[src/common/cmc_map.svh]
// Purpose: offsets, field positions and reset values of the mode control block
// Assumes: 32-bit APB words, byte addresses
// Notes:   included by its bare name
`ifndef CMC_MAP_SVH
`define CMC_MAP_SVH
`define CMC_CTRL_OFFSET   12'h000
`define CMC_ABORT_BIT     27
`define CMC_REQ_HI        26
`define CMC_REQ_LO        24
`define CMC_CUR_HI        23
`define CMC_CUR_LO        21
`define CMC_CAP_BIT       20
`define CMC_ON_BIT        15
`define CMC_IDLE_BIT      13
`define CMC_BUSY_BIT      11
`define CMC_FILT_HI       4
`define CMC_FILT_LO       0
`define CMC_MODE_RESET    3'h4
`define CMC_TMR_RESET     16'h0000
`endif

[src/common/cmc_pkg.sv]
// Purpose: types shared by the mode control block
// Assumes: nothing
// Notes:   mode codes follow the three-bit mode field
package cmc_pkg;
   typedef enum logic [2:0] {
      CMC_NORMAL = 3'h0,
      CMC_DISABLE = 3'h1,
      CMC_LOOPBACK = 3'h2,
      CMC_LISTEN_ONLY = 3'h3,
      CMC_CONFIG = 3'h4,
      CMC_RSVD5 = 3'h5,
      CMC_RSVD6 = 3'h6,
      CMC_LISTEN_ALL = 3'h7
   } cmc_mode_e;
   // status reported by the protocol engine
   typedef struct packed {
      logic        bus_idle;
      logic        tx_pending;
      logic        rx_valid;
   } cmc_eng_s;
endpackage

[src/hdl/cmc_ctrl.sv]
// Purpose: CAN module control register, mode request/report, abort, time-stamp capture
// Assumes: protocol engine reports idle, pending tx and valid rx on pclk
// Notes:   single APB word at CMC_CTRL_OFFSET, zero wait states
`timescale 1ns/1ps
`include "cmc_map.svh"
module cmc_ctrl #(
   parameter int TMR_W = 16                        // time-stamp timer width
) (
   input  wire logic              pclk,            // 200 MHz clock
   input  wire logic              presetn,         // async reset, active low
   input  wire logic              psel,            // apb select
   input  wire logic              penable,         // apb access phase
   input  wire logic              pwrite,          // apb direction
   input  wire logic [11:0]       paddr,           // apb byte address
   input  wire logic [31:0]       pwdata,          // apb write data
   output logic      [31:0]       prdata,          // apb read data
   output logic                   pready,          // apb ready
   output logic                   pslverr,         // apb error
   input  wire cmc_pkg::cmc_eng_s eng,             // engine status
   output logic                   abort_all_tx,    // abort request to tx buffers
   output logic      [2:0]        current_op_mode, // mode in force
   output logic                   module_on,       // module enable to engine
   output logic                   stop_in_idle,    // stop-in-idle control
   output logic      [4:0]        net_filter_bit_count, // filter bit count
   output logic      [TMR_W-1:0]  rx_timestamp_timer,   // running timer
   output logic      [TMR_W-1:0]  rx_stamp,        // stamp stored with message
   output logic                   rx_stamp_valid   // stamp strobe, one cycle
);
   logic [2:0]       req_q;      // requested mode
   logic [2:0]       cur_q;      // current mode
   logic             abort_q;    // abort pending
   logic             cap_q;      // capture enable
   logic             on_q;       // module-on request
   logic             active_q;   // module active (busy flag)
   logic             idle_q;     // stop in idle
   logic [4:0]       filt_q;     // filter bit count
   logic [TMR_W-1:0] tmr_q;      // time-stamp timer
   logic [TMR_W-1:0] stamp_q;    // captured stamp
   logic             stv_q;      // stamp strobe
   logic [31:0]      rd_q;       // read data
   logic             rdy_q;      // ready
   logic             err_q;      // error

   // decode of the bus access
   // a write lands only at the access edge at which pready stands high
   wire setup_w   = psel & ~penable;
   wire hit_w     = paddr == `CMC_CTRL_OFFSET;
   wire wr_w      = psel & penable & rdy_q & pwrite & hit_w;
   wire [2:0] wreq_w = pwdata[`CMC_REQ_HI:`CMC_REQ_LO];
   wire rsvd_w    = (wreq_w == cmc_pkg::CMC_RSVD5) | (wreq_w == cmc_pkg::CMC_RSVD6);
   wire safe_w    = eng.bus_idle & ~eng.tx_pending;
   // read image of the control word
   wire [31:0] img_w = {4'h0, abort_q, req_q, cur_q, cap_q, 4'h0, on_q, 1'b0, idle_q,
                        1'b0, active_q, 6'h00, filt_q};

   // requested mode: reserved codes leave the field as it was
   always_ff @(posedge pclk or negedge presetn) begin
      if (!presetn) begin
         req_q <= `CMC_MODE_RESET;
      end else if (wr_w && !rsvd_w) begin
         req_q <= wreq_w;
      end
   end

   // current mode follows request only at a safe point
   always_ff @(posedge pclk or negedge presetn) begin
      if (!presetn) begin
         cur_q <= `CMC_MODE_RESET;
      end else if (cur_q != req_q && safe_w) begin
         cur_q <= req_q;
      end
   end

   // abort: set by software, cleared by hardware when nothing pending; set wins
   always_ff @(posedge pclk or negedge presetn) begin
      if (!presetn) begin
         abort_q <= 1'b0;
      end else if (wr_w && pwdata[`CMC_ABORT_BIT]) begin
         abort_q <= 1'b1;
      end else if (abort_q && !eng.tx_pending) begin
         abort_q <= 1'b0;
      end
   end

   // plain control fields
   always_ff @(posedge pclk or negedge presetn) begin
      if (!presetn) begin
         cap_q  <= 1'b0;
         on_q   <= 1'b0;
         idle_q <= 1'b0;
         filt_q <= 5'h00;
      end else if (wr_w) begin
         cap_q  <= pwdata[`CMC_CAP_BIT];
         on_q   <= pwdata[`CMC_ON_BIT];
         idle_q <= pwdata[`CMC_IDLE_BIT];
         filt_q <= pwdata[`CMC_FILT_HI:`CMC_FILT_LO];
      end
   end

   // active flag: rises with on, falls only once the transaction ends
   // software polls this flag after clearing on, so it must not fall mid-transfer
   always_ff @(posedge pclk or negedge presetn) begin
      if (!presetn) begin
         active_q <= 1'b0;
      end else if (on_q) begin
         active_q <= 1'b1;
      end else if (safe_w) begin
         active_q <= 1'b0;
      end
   end

   // time-stamp timer runs only while capture enabled
   // the stamp is the count seen at the rx edge; stopping the timer saves power
   always_ff @(posedge pclk or negedge presetn) begin
      if (!presetn) begin
         tmr_q   <= TMR_W'(`CMC_TMR_RESET);
         stamp_q <= TMR_W'(`CMC_TMR_RESET);
         stv_q   <= 1'b0;
      end else begin
         stv_q <= cap_q & eng.rx_valid;
         if (cap_q) begin
            tmr_q <= tmr_q + 1'b1;
         end
         if (cap_q && eng.rx_valid) begin
            stamp_q <= tmr_q;
         end
      end
   end

   // apb answer: zero wait states, unmapped reads zero with error
   // read data are the image at the setup edge and stand through the access cycle
   always_ff @(posedge pclk or negedge presetn) begin
      if (!presetn) begin
         rd_q  <= 32'h0000_0000;
         rdy_q <= 1'b0;
         err_q <= 1'b0;
      end else begin
         rdy_q <= setup_w;
         err_q <= setup_w & ~hit_w;
         rd_q  <= (setup_w && hit_w && !pwrite) ? img_w : 32'h0000_0000;
      end
   end

   assign prdata               = rd_q;
   assign pready               = rdy_q;
   assign pslverr              = err_q;
   assign abort_all_tx         = abort_q;
   assign current_op_mode      = cur_q;
   assign module_on            = active_q;
   assign stop_in_idle         = idle_q;
   assign net_filter_bit_count = filt_q;
   assign rx_timestamp_timer   = tmr_q;
   assign rx_stamp             = stamp_q;
   assign rx_stamp_valid       = stv_q;

   // checks: abort is set by software and held until the buffers drain
   abort_set_a: assert property (@(posedge pclk) disable iff (!presetn)
      wr_w && pwdata[`CMC_ABORT_BIT] |=> abort_q)
      else $error("abort not set");
   abort_hold_a: assert property (@(posedge pclk) disable iff (!presetn)
      abort_q && eng.tx_pending |=> abort_q)
      else $error("abort dropped while tx pending");
   abort_clear_a: assert property (@(posedge pclk) disable iff (!presetn)
      abort_q && !eng.tx_pending && !wr_w |=> !abort_q)
      else $error("abort not cleared");

   // checks: mode request and report
   rsvd_ignore_a: assert property (@(posedge pclk) disable iff (!presetn)
      wr_w && rsvd_w |=> $stable(req_q))
      else $error("reserved mode taken");
   req_write_a: assert property (@(posedge pclk) disable iff (!presetn)
      wr_w && !rsvd_w |=> req_q == $past(wreq_w))
      else $error("requested mode not stored");
   mode_safe_a: assert property (@(posedge pclk) disable iff (!presetn)
      $changed(cur_q) |-> $past(safe_w) && cur_q == $past(req_q))
      else $error("mode changed unsafely");
   mode_keep_a: assert property (@(posedge pclk) disable iff (!presetn)
      !safe_w |=> $stable(cur_q))
      else $error("mode changed during a transaction");
   mode_follow_a: assert property (@(posedge pclk) disable iff (!presetn)
      cur_q != req_q && safe_w |=> cur_q == $past(req_q))
      else $error("mode not entered");

   // checks: time stamp
   stamp_take_a: assert property (@(posedge pclk) disable iff (!presetn)
      cap_q && eng.rx_valid |=> stv_q && stamp_q == $past(tmr_q))
      else $error("stamp not captured");
   timer_stop_a: assert property (@(posedge pclk) disable iff (!presetn)
      !cap_q |=> $stable(tmr_q) && !stv_q)
      else $error("timer ran while disabled");

   // checks: enable and busy flag
   on_active_a: assert property (@(posedge pclk) disable iff (!presetn)
      on_q |=> active_q)
      else $error("module not enabled");
   busy_hold_a: assert property (@(posedge pclk) disable iff (!presetn)
      active_q && !on_q && !safe_w |=> active_q)
      else $error("busy dropped early");
   busy_drop_a: assert property (@(posedge pclk) disable iff (!presetn)
      !on_q && safe_w |=> !active_q)
      else $error("busy not released");

   // checks: bus answer, one cycle after the setup edge
   apb_ready_a: assert property (@(posedge pclk) disable iff (!presetn)
      setup_w |=> pready && pslverr == !$past(hit_w))
      else $error("bus access not answered");

   // main scenarios
   cv_abort: cover property (@(posedge pclk) abort_q ##1 !abort_q);
   cv_mode: cover property (@(posedge pclk) $changed(cur_q));
   cv_stamp: cover property (@(posedge pclk) stv_q);
   cv_busy: cover property (@(posedge pclk) active_q && !on_q ##1 !active_q);
   cv_rsvd: cover property (@(posedge pclk) wr_w && rsvd_w);
endmodule
[config.mk]
export PLATFORM = sky130hd
export DESIGN_NAME = cmc_ctrl
export DESIGN_NICKNAME = d
export VERILOG_FILES = /design/src/common/cmc_pkg.sv /design/src/hdl/cmc_ctrl.sv
export VERILOG_INCLUDE_DIRS = /design/src /design/src/common
export SDC_FILE = /design/constraint.sdc
export NUM_CORES = 1
export LEC_CHECK = 0
export ABC_AREA = 0
export BUFFER_PORTS_ARGS = -buffer_cell sky130_fd_sc_hd__buf_2
export CAP_MARGIN = 20
export CORE_MARGIN = 3
export CORE_UTILIZATION = 43
export CTS_BUF_LIST = sky130_fd_sc_hd__clkbuf_8
export CTS_CLUSTER_DIAMETER = 100
export DETAILED_ROUTE_END_ITERATION = 8
export PLACE_DENSITY = 0.89
export SYNTH_ARGS = -nofsm -noshare
export SYNTH_HDL_FRONTEND = slang
export SYNTH_SLANG_ARGS = --single-unit
[constraint.sdc]
create_clock -name pclk -period 1.4 [get_ports pclk]
set_clock_uncertainty 0.05 [all_clocks]
set_input_delay 0.14 -clock pclk [delete_from_list [all_inputs] [get_ports pclk]]
set_output_delay 0.14 -clock pclk [all_outputs]
set_load 0.02 [all_outputs]
After elaboration in Yosys (flattened, before gate mapping)
Cells that the tools add are included.
{ "op_classes": {"addsub": 1, "div_mod_pow": 0, "n_lt_le_gt_ge": 0, "n_reduce_logical": 13, "mul": 0, "shift": 0, "bitwise": 12, "eq_ne": 3, "mux": 5} }
{ "ops": {"columns": ["op", "count"], "rows": [
  ["$mux W28", 1],
  ["$add A16 B1 Y16 const B", 1],
  ["$logic_not A12 Y1", 1],
  ["$and A1 B1 Y1", 8],
  ["$logic_and A1 B1 Y1", 7],
  ["$eq A3 B3 Y1 const B", 2],
  ["$mux W1", 4],
  ["$reduce_bool A2 Y1", 2],
  ["$logic_not A1 Y1", 3],
  ["$ne A3 B3 Y1", 1],
  ["$not A1 Y1", 3],
  ["$or A1 B1 Y1", 1]
]} }
{ "word_totals": {"romBits": 0, "word_cells": 48, "latchBits": 0, "regBits": 79, "mem_count": 0, "ram_bits": 0, "out_inout_bits": 78, "in_bits": 52} }

Logic depth before layout (Yosys ltp)
Gate-level depths: netlist (run 1).
{ "logic_depth": {"word_depth": 6, "mapped_depth": 5, "mapped_depth_nobuf": 5} }

Worst setup path before layout (run 1)
No wires, ideal clock.
{ "synth_timing": {"path_type": "reg-to-reg", "from": "register tmr_q[0] (netlist: rx_timestamp_timer[0])", "to": "register tmr_q[12] (netlist: rx_timestamp_timer[12])", "required_ns": 1.220, "t_arrival_ns": 1.416, "path_buffers": 0, "setup_ns": 0.130, "period_less_slack_ns": 1.596, "slack_ns": -0.196, "path_stages_with_launch": 6, "path_cell_list": "dfrtp_1 ha_1 nand4_1 nor3_1 nand3_1 xnor2_1"} }
{ "synth_between": {"elab_chain_len": 1} }
{ "synth_lines": {"columns": ["item", "line_no", "source"], "rows": [
  ["start: declaration", "cmc_ctrl.sv:37", "logic [TMR_W-1:0] tmr_q;"],
  ["start signal: assignment", "cmc_ctrl.sv:116", "tmr_q <= TMR_W'(`CMC_TMR_RESET);"],
  ["start signal: assignment", "cmc_ctrl.sv:122", "tmr_q <= tmr_q + 1'b1;"],
  ["$add A16 B1 Y16", "cmc_ctrl.sv:122", null]
]} }
No other way between the ends.
A chain may end at the register's enable or synchronous reset.

Worst setup path in the final report (run 1)
{ "layout_timing": {"from": "register tmr_q[0] (netlist: rx_timestamp_timer[0])", "to": "register tmr_q[10] (netlist: rx_timestamp_timer[10])"} }
The elaborated chain is that of the path after synthesis.

==> flow_summary.json, run 1 <==
{
  "outcome": "complete, no violations",
  "wl_um": 5990,
  "fmax_mhz": 720,
  "power_mw": 3.95,
  "start_kind": "flop",
  "seqPwrFrac": 0.491,
  "cp_slowest_cell": "dfrtp_2",
  "final_nets": 403,
  "crit_fanout": 3,
  "cts_sinks": 67,
  "wl_per_cell_um": 13.9,
  "min-delay-path-class": "in -> reg",
  "synth-main-ff-cell": "dfrtp_1",
  "clkSlewWorstSetupHoldPaths_ns": 0.08,
  "pwr-share-comb": 0.051,
  "synthToLayoutAreaGrowth_pct": 36.3,
  "netSwitchingFraction": 0.233,
  "tns_ns": 0,
  "met1_usage": 0.191,
  "rsz0062_at_grt": "yes",
  "clk_latency_ns": 0.34,
  "finalHoldViolations": 0,
  "grt_pass1_wl_um": 9710,
  "io_pins": 130,
  "cp-end-kind": "flop",
  "synthTopCellsByCount": "dfrtp_1, nand2_1, mux2_2",
  "syn_area_um2": 2780,
  "cts_tree": "done",
  "avgSynthCellArea_um2": 12.6,
  "die_h_um": 86.4,
  "ys_types": 33,
  "dp_slack_ns": -0.0505,
  "synth.largest_area_cell": "dfrtp_1",
  "h-tree-depth": 3,
  "slew_viol_final": 0,
  "postSynthCellCount": 220,
  "cts-root-buf": "clkbuf_8",
  "ys_async_sr_fraction": 1.00,
  "p_leak_nw": 2.09,
  "row_count": 28,
  "die_area_um2": 7460,
  "vdd_drop_max_mv": 0.811,
  "grt_util_met2": 0.289,
  "track_usage": 0.166,
  "fin_crit_sh": 0.992,
  "path_class": "reg -> reg",
  "drive_gt1_frac": 0.485,
  "grt_max_degree": 68,
  "power.net_switching_mw": 0.920,
  "synth_area_leaders": "dfrtp_1, mux2_2, buf_4",
  "clk_path_buf_depth": 2,
  "p_per_area_nw_per_um2": 1040,
  "intPower_mw": 3.03,
  "utilization": 0.622,
  "num_vias": 2032,
  "slowest_delay_ns": 0.40,
  "viasPerCell": 4.73,
  "synth-edff-count": 0,
  "arrival_ns": 1.60,
  "finalSetupViolCount": 0,
  "yosys_register_bits": 67,
  "cts_buffers": 9,
  "fin_ws_ns": 0.0115,
  "drcViolationCount": 0,
  "yosys_warnings": 0,
  "antennaDiodeCount": 0,
  "core_um2": 6100,
  "globalplace.congestion": 0.764,
  "die_x_um": 86.4,
  "clkPwrFrac": 0.457,
  "top_usage_layer": "met2",
  "use_met3": 0.0447,
  "max-cap-violations": 0,
  "crit_chain": "ha_4 -> nand4_1 -> nor3_2 -> buf_4 -> xor2_1",
  "yosysSeqAreaShare": 0.604,
  "dp_hpwl_um": 4290,
  "port_buffers": 93,
  "synth.most_common_cell": "dfrtp_1",
  "critPathRequiredTime_ns": 1.61,
  "yosysTopAreaCellShare": 0.585,
  "ant_nets": 0,
  "antenna_found_initial": 0,
  "initial_utilization": 0.456,
  "drtIter0Drc": 41,
  "grt_overflow_total": 0,
  "drt_first_pass_iters": 4,
  "period_needed_ns": 1.39,
  "grt_pass1_vias": 2053
}
[per-layer routing]
| layer | share of wire | up-vias |
|---|---|---|
| li1 | - | 969 |
| met1 | 0.40 | 989 |
| met2 | 0.54 | 66 |
| met3 | 0.052 | 8 |
| met4 | 0.017 | 0 |
| met5 | 0 | - |
[logic make-up after synthesis]
| group | count (synthesis) | share of synthesized area |
|---|---|---|
| xor gates and xnor gates | 16 | 0.0504 |
| DFF | 67 | 0.604 |
| muxes | 19 | 0.0770 |
| and+or+nand+nor | 80 | 0.174 |
| AOI/OAI and AO/OA | 11 | 0.0257 |
| adders and majority gates | 1 | 0.00450 |
| other | 1 | 0.00135 |
| buffers and inverters | 25 | 0.0630 |
[repair_timing]
action | 4_1_cts | 5_1_grt
resized for setup | 0 | 6
buffers inserted | 2 | 4
endpoints found under the hold margin | 74 | 0
gates cloned | 0 | 0
hold buffers | 11 | 0
setup endpoints to repair | 4 | 7
pin swaps | 3 | 6
[cell usage in the layout (no fill, tap or decap), drive strengths merged]
cell,netlist,final
buf,21,114
dfrtp,65,65
nand2,31,31
mux2,19,19
and2,18,18
conb,1,16
xnor2,12,12
dlygate4sd3,0,11
clkbuf,0,9
nand3,7,7
nand4,6,6
inv,4,6
o21ai,5,5
nor2,5,5
xor2,4,4
nor4,3,3
clkinvlp,0,3
nor3,3,3
nand2b,2,2
nor3b,2,2
bufinv,0,2
dfstp,2,2
and4,2,2
a211o,2,2
a31oi,1,1
and3,1,1
a21oi,1,1
a22o,1,1
a21o,1,1
ha,1,1
[per-stage QoR]
stage          cells  hold slack (ns)  cell area, um2
2_1_floorplan    235           -0.206            2870
3_3_place_gp     397            0.128            3390
3_5_place_dp     397            0.141            3390
4_1_cts          426          0.00921            3740
5_1_grt          430           0.0291            3790
6_report         430           0.0236            3790
[power by group through the flow]
stage          sequential [mW]  clock [mW]  combinational, mW
2_1_floorplan             1.98           0             0.0969
3_3_place_gp              1.98           0              0.174
3_5_place_dp              1.98           0              0.180
4_1_cts                   1.94        1.83              0.204
5_1_grt                   1.94        1.91              0.224
6_report                  1.94        1.80              0.202
[path summary, 6_finish.rpt]
check,startpoint,endpoint,slack [ns],cells past startpoint
worst max register to register,rx_timestamp_timer[0],rx_timestamp_timer[10],0.01,5
max in group asynchronous,presetn,current_op_mode[2],0.64,3
worst max-delay path,rx_timestamp_timer[0],rx_timestamp_timer[10],0.01,5
worst min register to register,on_q,module_on,0.43,1
min in group asynchronous,presetn,rx_stamp[14],0.34,3
worst min-delay path,pwdata[26],req_q[2],0.02,3
[sequential cells by signal, indices dropped and copies added (netlist names), 3 cells and up]
register	count
rx_timestamp_timer	16
net_filter_bit_count	5
current_op_mode	3
prdata	16
rx_stamp	16
req_q	3
[critical path: cells and delay by family (launching register included)]
family / cells / cell delay, ns
fa+ha+maj: 1 / 0.14
flops: 1 / 0.40
xor+xnor: 1 / 0.15
buf+inv: 1 / 0.14
simple gates: 2 / 0.44
[area by class of cell]
class,instances,area [um2]
well taps,75,93.8
flip-flops and latches,67,1690
repair buffers,125,752
inverters,4,15.0
multi-input cells,143,1020
fillers,499,2310
clock buffers,9,124
clock inverters,7,100
Power figures use the tool's default switching activity.
==> run 2: changes to the inputs <==
--- a/config.mk
+++ b/config.mk
@@ -12,9 +12,9 @@
 export CORE_MARGIN = 3
 export CORE_UTILIZATION = 43
 export CTS_BUF_LIST = sky130_fd_sc_hd__clkbuf_8
-export CTS_CLUSTER_DIAMETER = 100
 export DETAILED_ROUTE_END_ITERATION = 8
 export PLACE_DENSITY = 0.89
+export SETUP_SLACK_MARGIN = 0.2
 export SYNTH_ARGS = -nofsm -noshare
 export SYNTH_HDL_FRONTEND = slang
 export SYNTH_SLANG_ARGS = --single-unit
==> run 2 against run 1 <==
Effect of this change: the flow now finishes with violations (negative setup slack); cell count up 0.70%; non-clock buffer count unchanged; wire length up 14%; critical path depth unchanged; fmax down 2.9%; combinational power up 8%; worst setup slack worse by 0.042 ns; core utilization up 3.2 points; sequential power about the same; flip-flop and latch count unchanged.
==> flow_summary.json, run 2 (same netlist as run 1, synthesis figures left out) <==
{
  "wl_um": 6840,
  "clkPwrFrac": 0.437,
  "utilization": 0.654,
  "grt_overflow_total": 0,
  "drtIter0Drc": 74,
  "antenna_found_initial": 0,
  "die_h_um": 86.4,
  "grt_max_degree": 68,
  "cts_sinks": 67,
  "slew_viol_final": 0,
  "cts-root-buf": "clkbuf_8",
  "dp.cells": 396,
  "final_nets": 406,
  "min_delay_path_depth": 3,
  "dp_hpwl_um": 4430,
  "hold_ws_ns": 0.0649,
  "path_class": "reg -> reg",
  "violations": "negative setup slack",
  "max-cap-violations": 0,
  "outcome": "finished, violations left",
  "fin_crit_sh": 1.02,
  "grt_pass1_vias": 2222,
  "final_common_cell": "buf_2",
  "p_per_area_nw_per_um2": 963,
  "arrival_ns": 1.64,
  "vdd_drop_max_mv": 0.606,
  "fin_ws_ns": -0.0301,
  "ant_nets": 0,
  "io_pins": 130,
  "finalHoldViolations": 0,
  "num_vias": 2128,
  "pwr-share-comb": 0.057,
  "worstRegToRegCells": 5,
  "netSwitchingFraction": 0.224,
  "wl_per_cell_um": 15.8,
  "clk_path_buf_depth": 2,
  "port_buffers": 93,
  "synthToLayoutAreaGrowth_pct": 43.4,
  "crit_chain": "ha_4 -> nand4_1 -> nor2_2 -> and3_1 -> xor2_1",
  "p_leak_nw": 2.17,
  "holdPathEnd": "req_q[2]",
  "min-delay-path-class": "in -> reg",
  "core_um2": 6100,
  "r2r_slack_ns": -0.03,
  "seqCellArea_um2": 1690,
  "row_count": 28,
  "track_usage": 0.187,
  "grt_pass1_wl_um": 10600,
  "multi_input_area_um2": 1180,
  "tns_ns": -0.0301,
  "die_area_um2": 7460,
  "power.net_switching_mw": 0.860,
  "reg2reg_to": "rx_timestamp_timer[8]",
  "finalSetupViolCount": 1,
  "rsz0062_at_grt": "yes",
  "slowest_delay_ns": 0.40,
  "antennaDiodeCount": 0,
  "r2r_start": "rx_timestamp_timer[1]",
  "intPower_mw": 2.98,
  "final_cells": 433,
  "critPathRequiredTime_ns": 1.61,
  "fill_cells": 454,
  "period_needed_ns": 1.43,
  "clkSlewWorstSetupHoldPaths_ns": 0.07,
  "drt_first_pass_iters": 4,
  "fmax_mhz": 699,
  "final_cell_mix": "buf_2, dfrtp_1, nand2_1, and2_1",
  "drive_gt1_frac": 0.536,
  "seqPwrFrac": 0.506,
  "clk_latency_ns": 0.33,
  "cts_tree": "done",
  "drcViolationCount": 0,
  "h-tree-depth": 3,
  "cp_slowest_cell": "dfrtp_2",
  "worstHoldStart": "pwdata[26]",
  "initial_utilization": 0.456,
  "start_kind": "flop",
  "globalplace.congestion": 0.764,
  "cp-end-kind": "flop",
  "crit_fanout": 3,
  "viasPerCell": 4.91,
  "cts_buffers": 9,
  "die_x_um": 86.4
}
## run 2: cell count changes in the layout (fill, tap and decap cells not counted), moves of 4 or more
cell / before / now
dfrtp_1: 60 / 56
buf_6: 1 / 7
mux2_2: 19 / 12
nand2_1: 30 / 22
dfrtp_2: 5 / 9
nand2_2: 1 / 8
buf_4: 20 / 16
mux2_4: 0 / 7
nand2_8: 0 / 4
## run 2: per-layer routing
layer	vias up	GRT usage	wire length [um]
met5	-	0	0
met4	0	0.0935	196
met3	19	0.0532	398
met1	1046	0.202	2540
met2	91	0.333	3710
li1	972	-	-
## run 2: final cells by class
cell class,count,area share
inverter,4,0.00377
clock inverter,4,0.0119
multi-input combinational,146,0.296
clock buffer,12,0.0414
tap,75,0.0235
sequential,67,0.424
timing repair buffer,125,0.199
## run 2: critical path: cells and delay by family, from the launching register on
family	cells	cell delay, ns
adders and majority gates	1	0.15
and+or+nand+nor	3	0.58
xor gates and xnor gates	1	0.16
DFF	1	0.40
## run 2: repair_timing
action | in CTS | in global routing
pin swaps | 13 | 11
gates resized for setup | 22 | 17
buffers inserted | 5 | 2
cloned | 1 | 2
hold endpoints to repair | 74 | 0
hold buffers | 11 | 0
endpoints found under the setup margin | 39 | 45
## run 2: stage by stage
| step | power [mW] | setup slack, ns | instance area, um2 |
|---|---|---|---|
| 4_1_cts | 3.86 | 0.0136 | 3880 |
| 6_report | 3.84 | -0.0301 | 3990 |
| 2_1_floorplan | 2.08 | -0.0371 | 2930 |
| 5_1_grt | 3.97 | -0.103 | 3990 |
| 3_3_place_gp | 2.16 | 0.0122 | 3420 |
| 3_5_place_dp | 2.16 | -0.0496 | 3420 |
## run 2: worst max-delay path by stage
| stage | from | endpoint | cells past startpoint |
|---|---|---|---|
| floorplan | rx_timestamp_timer[0] | rx_timestamp_timer[8] | 5 |
| CTS | rx_timestamp_timer[1] | rx_timestamp_timer[12] | 5 |
| finish | rx_timestamp_timer[1] | rx_timestamp_timer[8] | 5 |
| global route | rx_timestamp_timer[1] | rx_timestamp_timer[8] | 5 |
| detailed placement | rx_timestamp_timer[1] | rx_timestamp_timer[12] | 5 |
| global placement | rx_timestamp_timer[1] | rx_timestamp_timer[12] | 5 |
## run 2: power groups by stage
stage               Clock [mW]  Combinational (mW)  Sequential, mW
floorplan                    0              0.0980            1.98
global placement             0               0.179            1.98
detailed placement           0               0.183            1.98
CTS                       1.71               0.210            1.94
global route              1.80               0.238            1.94
finish                    1.68               0.219            1.94
==> run 3: changes to the inputs <==
--- a/config.mk
+++ b/config.mk
@@ -9,11 +9,12 @@
 export ABC_AREA = 0
 export BUFFER_PORTS_ARGS = -buffer_cell sky130_fd_sc_hd__buf_2
 export CAP_MARGIN = 20
+export CORE_ASPECT_RATIO = 1.5
 export CORE_MARGIN = 3
 export CORE_UTILIZATION = 43
 export CTS_BUF_LIST = sky130_fd_sc_hd__clkbuf_8
 export DETAILED_ROUTE_END_ITERATION = 8
-export PLACE_DENSITY = 0.89
+export PLACE_DENSITY = 0.78
 export SETUP_SLACK_MARGIN = 0.2
 export SYNTH_ARGS = -nofsm -noshare
 export SYNTH_HDL_FRONTEND = slang
==> run 3 against run 2 <==
Effect of this change: critical path depth did not move; first-iteration DRC count up 14%; the run now ends clean; clock-buffer cell count down 2; highest routed layer unchanged; cell area increased by 6.3%; worst setup slack improved by 0.038 ns; critical path type unchanged; flip-flop and latch count stayed put; fmax grew 2.7%; via count rose by 1.6%; clock power increased by 15%; worst hold slack worse by 0.028 ns; total power increased by 6.4%; global-route usage shrank 0.61 points.
==> flow_summary.json, run 3 (same netlist as run 1, synthesis figures left out) <==
{
  "outcome": "complete, no violations",
  "cts_buffers": 9,
  "cts_sinks": 67,
  "initial_utilization": 0.447,
  "critPathTopFamily": "simple AND/OR/NAND/NOR gates",
  "path_class": "reg -> reg",
  "clkSlewWorstSetupHoldPaths_ns": 0.08,
  "crit_chain": "ha_4 -> nand4_1 -> nor2_2 -> and3_4 -> xor2_1",
  "start_kind": "flop",
  "fin_crit_sh": 0.995,
  "power.net_switching_mw": 0.846,
  "die_x_um": 71.6,
  "num_vias": 2162,
  "drtIter0Drc": 84,
  "synthToLayoutAreaGrowth_pct": 52.5,
  "fmax_mhz": 718,
  "die_area_um2": 7480,
  "power_mw": 4.09,
  "rsz0062_at_grt": "yes",
  "dp_hpwl_um": 4310,
  "cts-root-buf": "clkbuf_8",
  "slowest_delay_ns": 0.42,
  "cts_tree": "done",
  "final_cell_mix": "buf_2, dfrtp_1, nand2_1, buf_6, buf_4",
  "netSwitchingFraction": 0.207,
  "grt_overflow_total": 0,
  "clkPwrFrac": 0.471,
  "antennaDiodeCount": 0,
  "grt_pass1_vias": 2171,
  "p_per_area_nw_per_um2": 964,
  "crit_fanout": 3,
  "viasPerCell": 4.85,
  "drive_gt1_frac": 0.562,
  "drcViolationCount": 0,
  "worst-path-buf-inv": 0,
  "wl_um": 6870,
  "clk_path_buf_depth": 2,
  "p_leak_nw": 2.29,
  "tns_ns": 0,
  "h-tree-depth": 3,
  "io_pins": 130,
  "row_count": 35,
  "intPower_mw": 3.24,
  "die_h_um": 104,
  "final_common_cell": "buf_2",
  "seqPwrFrac": 0.475,
  "pwr-share-comb": 0.054,
  "critPathRequiredTime_ns": 1.61,
  "cp-end-kind": "flop",
  "track_usage": 0.181,
  "finalHoldViolations": 0,
  "antenna_found_initial": 0,
  "vdd_drop_max_mv": 0.660,
  "final_nets": 420,
  "ant_nets": 0,
  "period_needed_ns": 1.39,
  "arrival_ns": 1.60,
  "clk_latency_ns": 0.34,
  "port_buffers": 93,
  "cp_slowest_cell": "dfrtp_2",
  "grt_pass1_wl_um": 10400,
  "finalSetupViolCount": 0,
  "utilization": 0.682,
  "core_um2": 6220,
  "grt_max_degree": 30,
  "min-delay-path-class": "in -> reg",
  "wl_per_cell_um": 15.4,
  "slew_viol_final": 0,
  "drt_first_pass_iters": 4,
  "max-cap-violations": 0,
  "globalplace.congestion": 0.724
}
-- run 3: changes by cell type in the layout (fill, tap and decap cells not counted), moves of 5 or more --
cell,before,now
buf_6,7,21
mux2_2,12,4
mux2_4,7,15
buf_2,89,83
buf_4,16,21
-- run 3: repair_timing --
item	CTS	global route
endpoints found under the setup margin	43	52
setup buffers	10	6
cloned	2	2
resized for setup	34	38
hold buffers	11	0
pin swaps	24	12
endpoints found under the hold margin	74	0
-- run 3: per-layer routing --
metal  routed length (um)  vias up  share of wire  global-route usage
met2                 3940       96           0.57               0.332
met3                  460       12          0.067              0.0493
met5                    0        -              0                   0
met1                 2350     1054           0.34               0.187
met4                  119        0          0.017              0.0766
li1                     -     1000              -                   -
-- run 3: layout make-up --
| type | count | area [um2] |
|---|---|---|
| Timing Repair Buffer | 139 | 980 |
| Tap cell | 74 | 92.6 |
| Sequential cell | 67 | 1690 |
| Clock buffer | 10 | 138 |
| Clock inverter | 6 | 105 |
| Inverter | 4 | 15.0 |
| Fill cell | 457 | 1980 |
| Multi-Input combinational cell | 146 | 1220 |
-- run 3: metrics by stage --
stage | area, um2 | instances | setup slack, ns | hold WS (ns)
3_3_place_gp | 3470 | 399 | 0.0321 | 0.00572
6_report | 4240 | 446 | 0.00762 | 0.0371
4_1_cts | 4030 | 438 | 0.0567 | 0.0109
3_5_place_dp | 3470 | 399 | -0.0347 | 0.0112
5_1_grt | 4240 | 446 | -0.0937 | 0.0305
2_1_floorplan | 2930 | 235 | -0.0371 | -0.206
-- run 3: path summary, 6_finish.rpt --
check / from / to / slack [ns] / depth (start not counted)
min in group asynchronous: presetn / rx_stamp_valid / 0.18 / 2
setup / recovery: rx_timestamp_timer[1] / rx_timestamp_timer[8] / 0.008 / 5
hold reg to reg: current_op_mode[0] / prdata[21] / 0.45 / 1
hold / removal: pwdata[26] / req_q[2] / 0.04 / 3
setup reg to reg: rx_timestamp_timer[1] / rx_timestamp_timer[8] / 0.008 / 5
max in group asynchronous: presetn / current_op_mode[2] / 0.57 / 3
-- run 3: power by group through the flow --
stage                     Sequential (mW)  Clock, mW  Combinational (mW)
after floorplan                      1.98          0              0.0980
after global placement               1.98          0               0.186
after detailed placement             1.98          0               0.190
after CTS                            1.94       1.96               0.215
after global routing                 1.94       2.06               0.242
final                                1.94       1.93               0.220
-- run 3: worst min-delay path, stage by stage --
cell,delay [ns]
buf_2,0.13
nor2_2,0.10
nor2_1,0.05
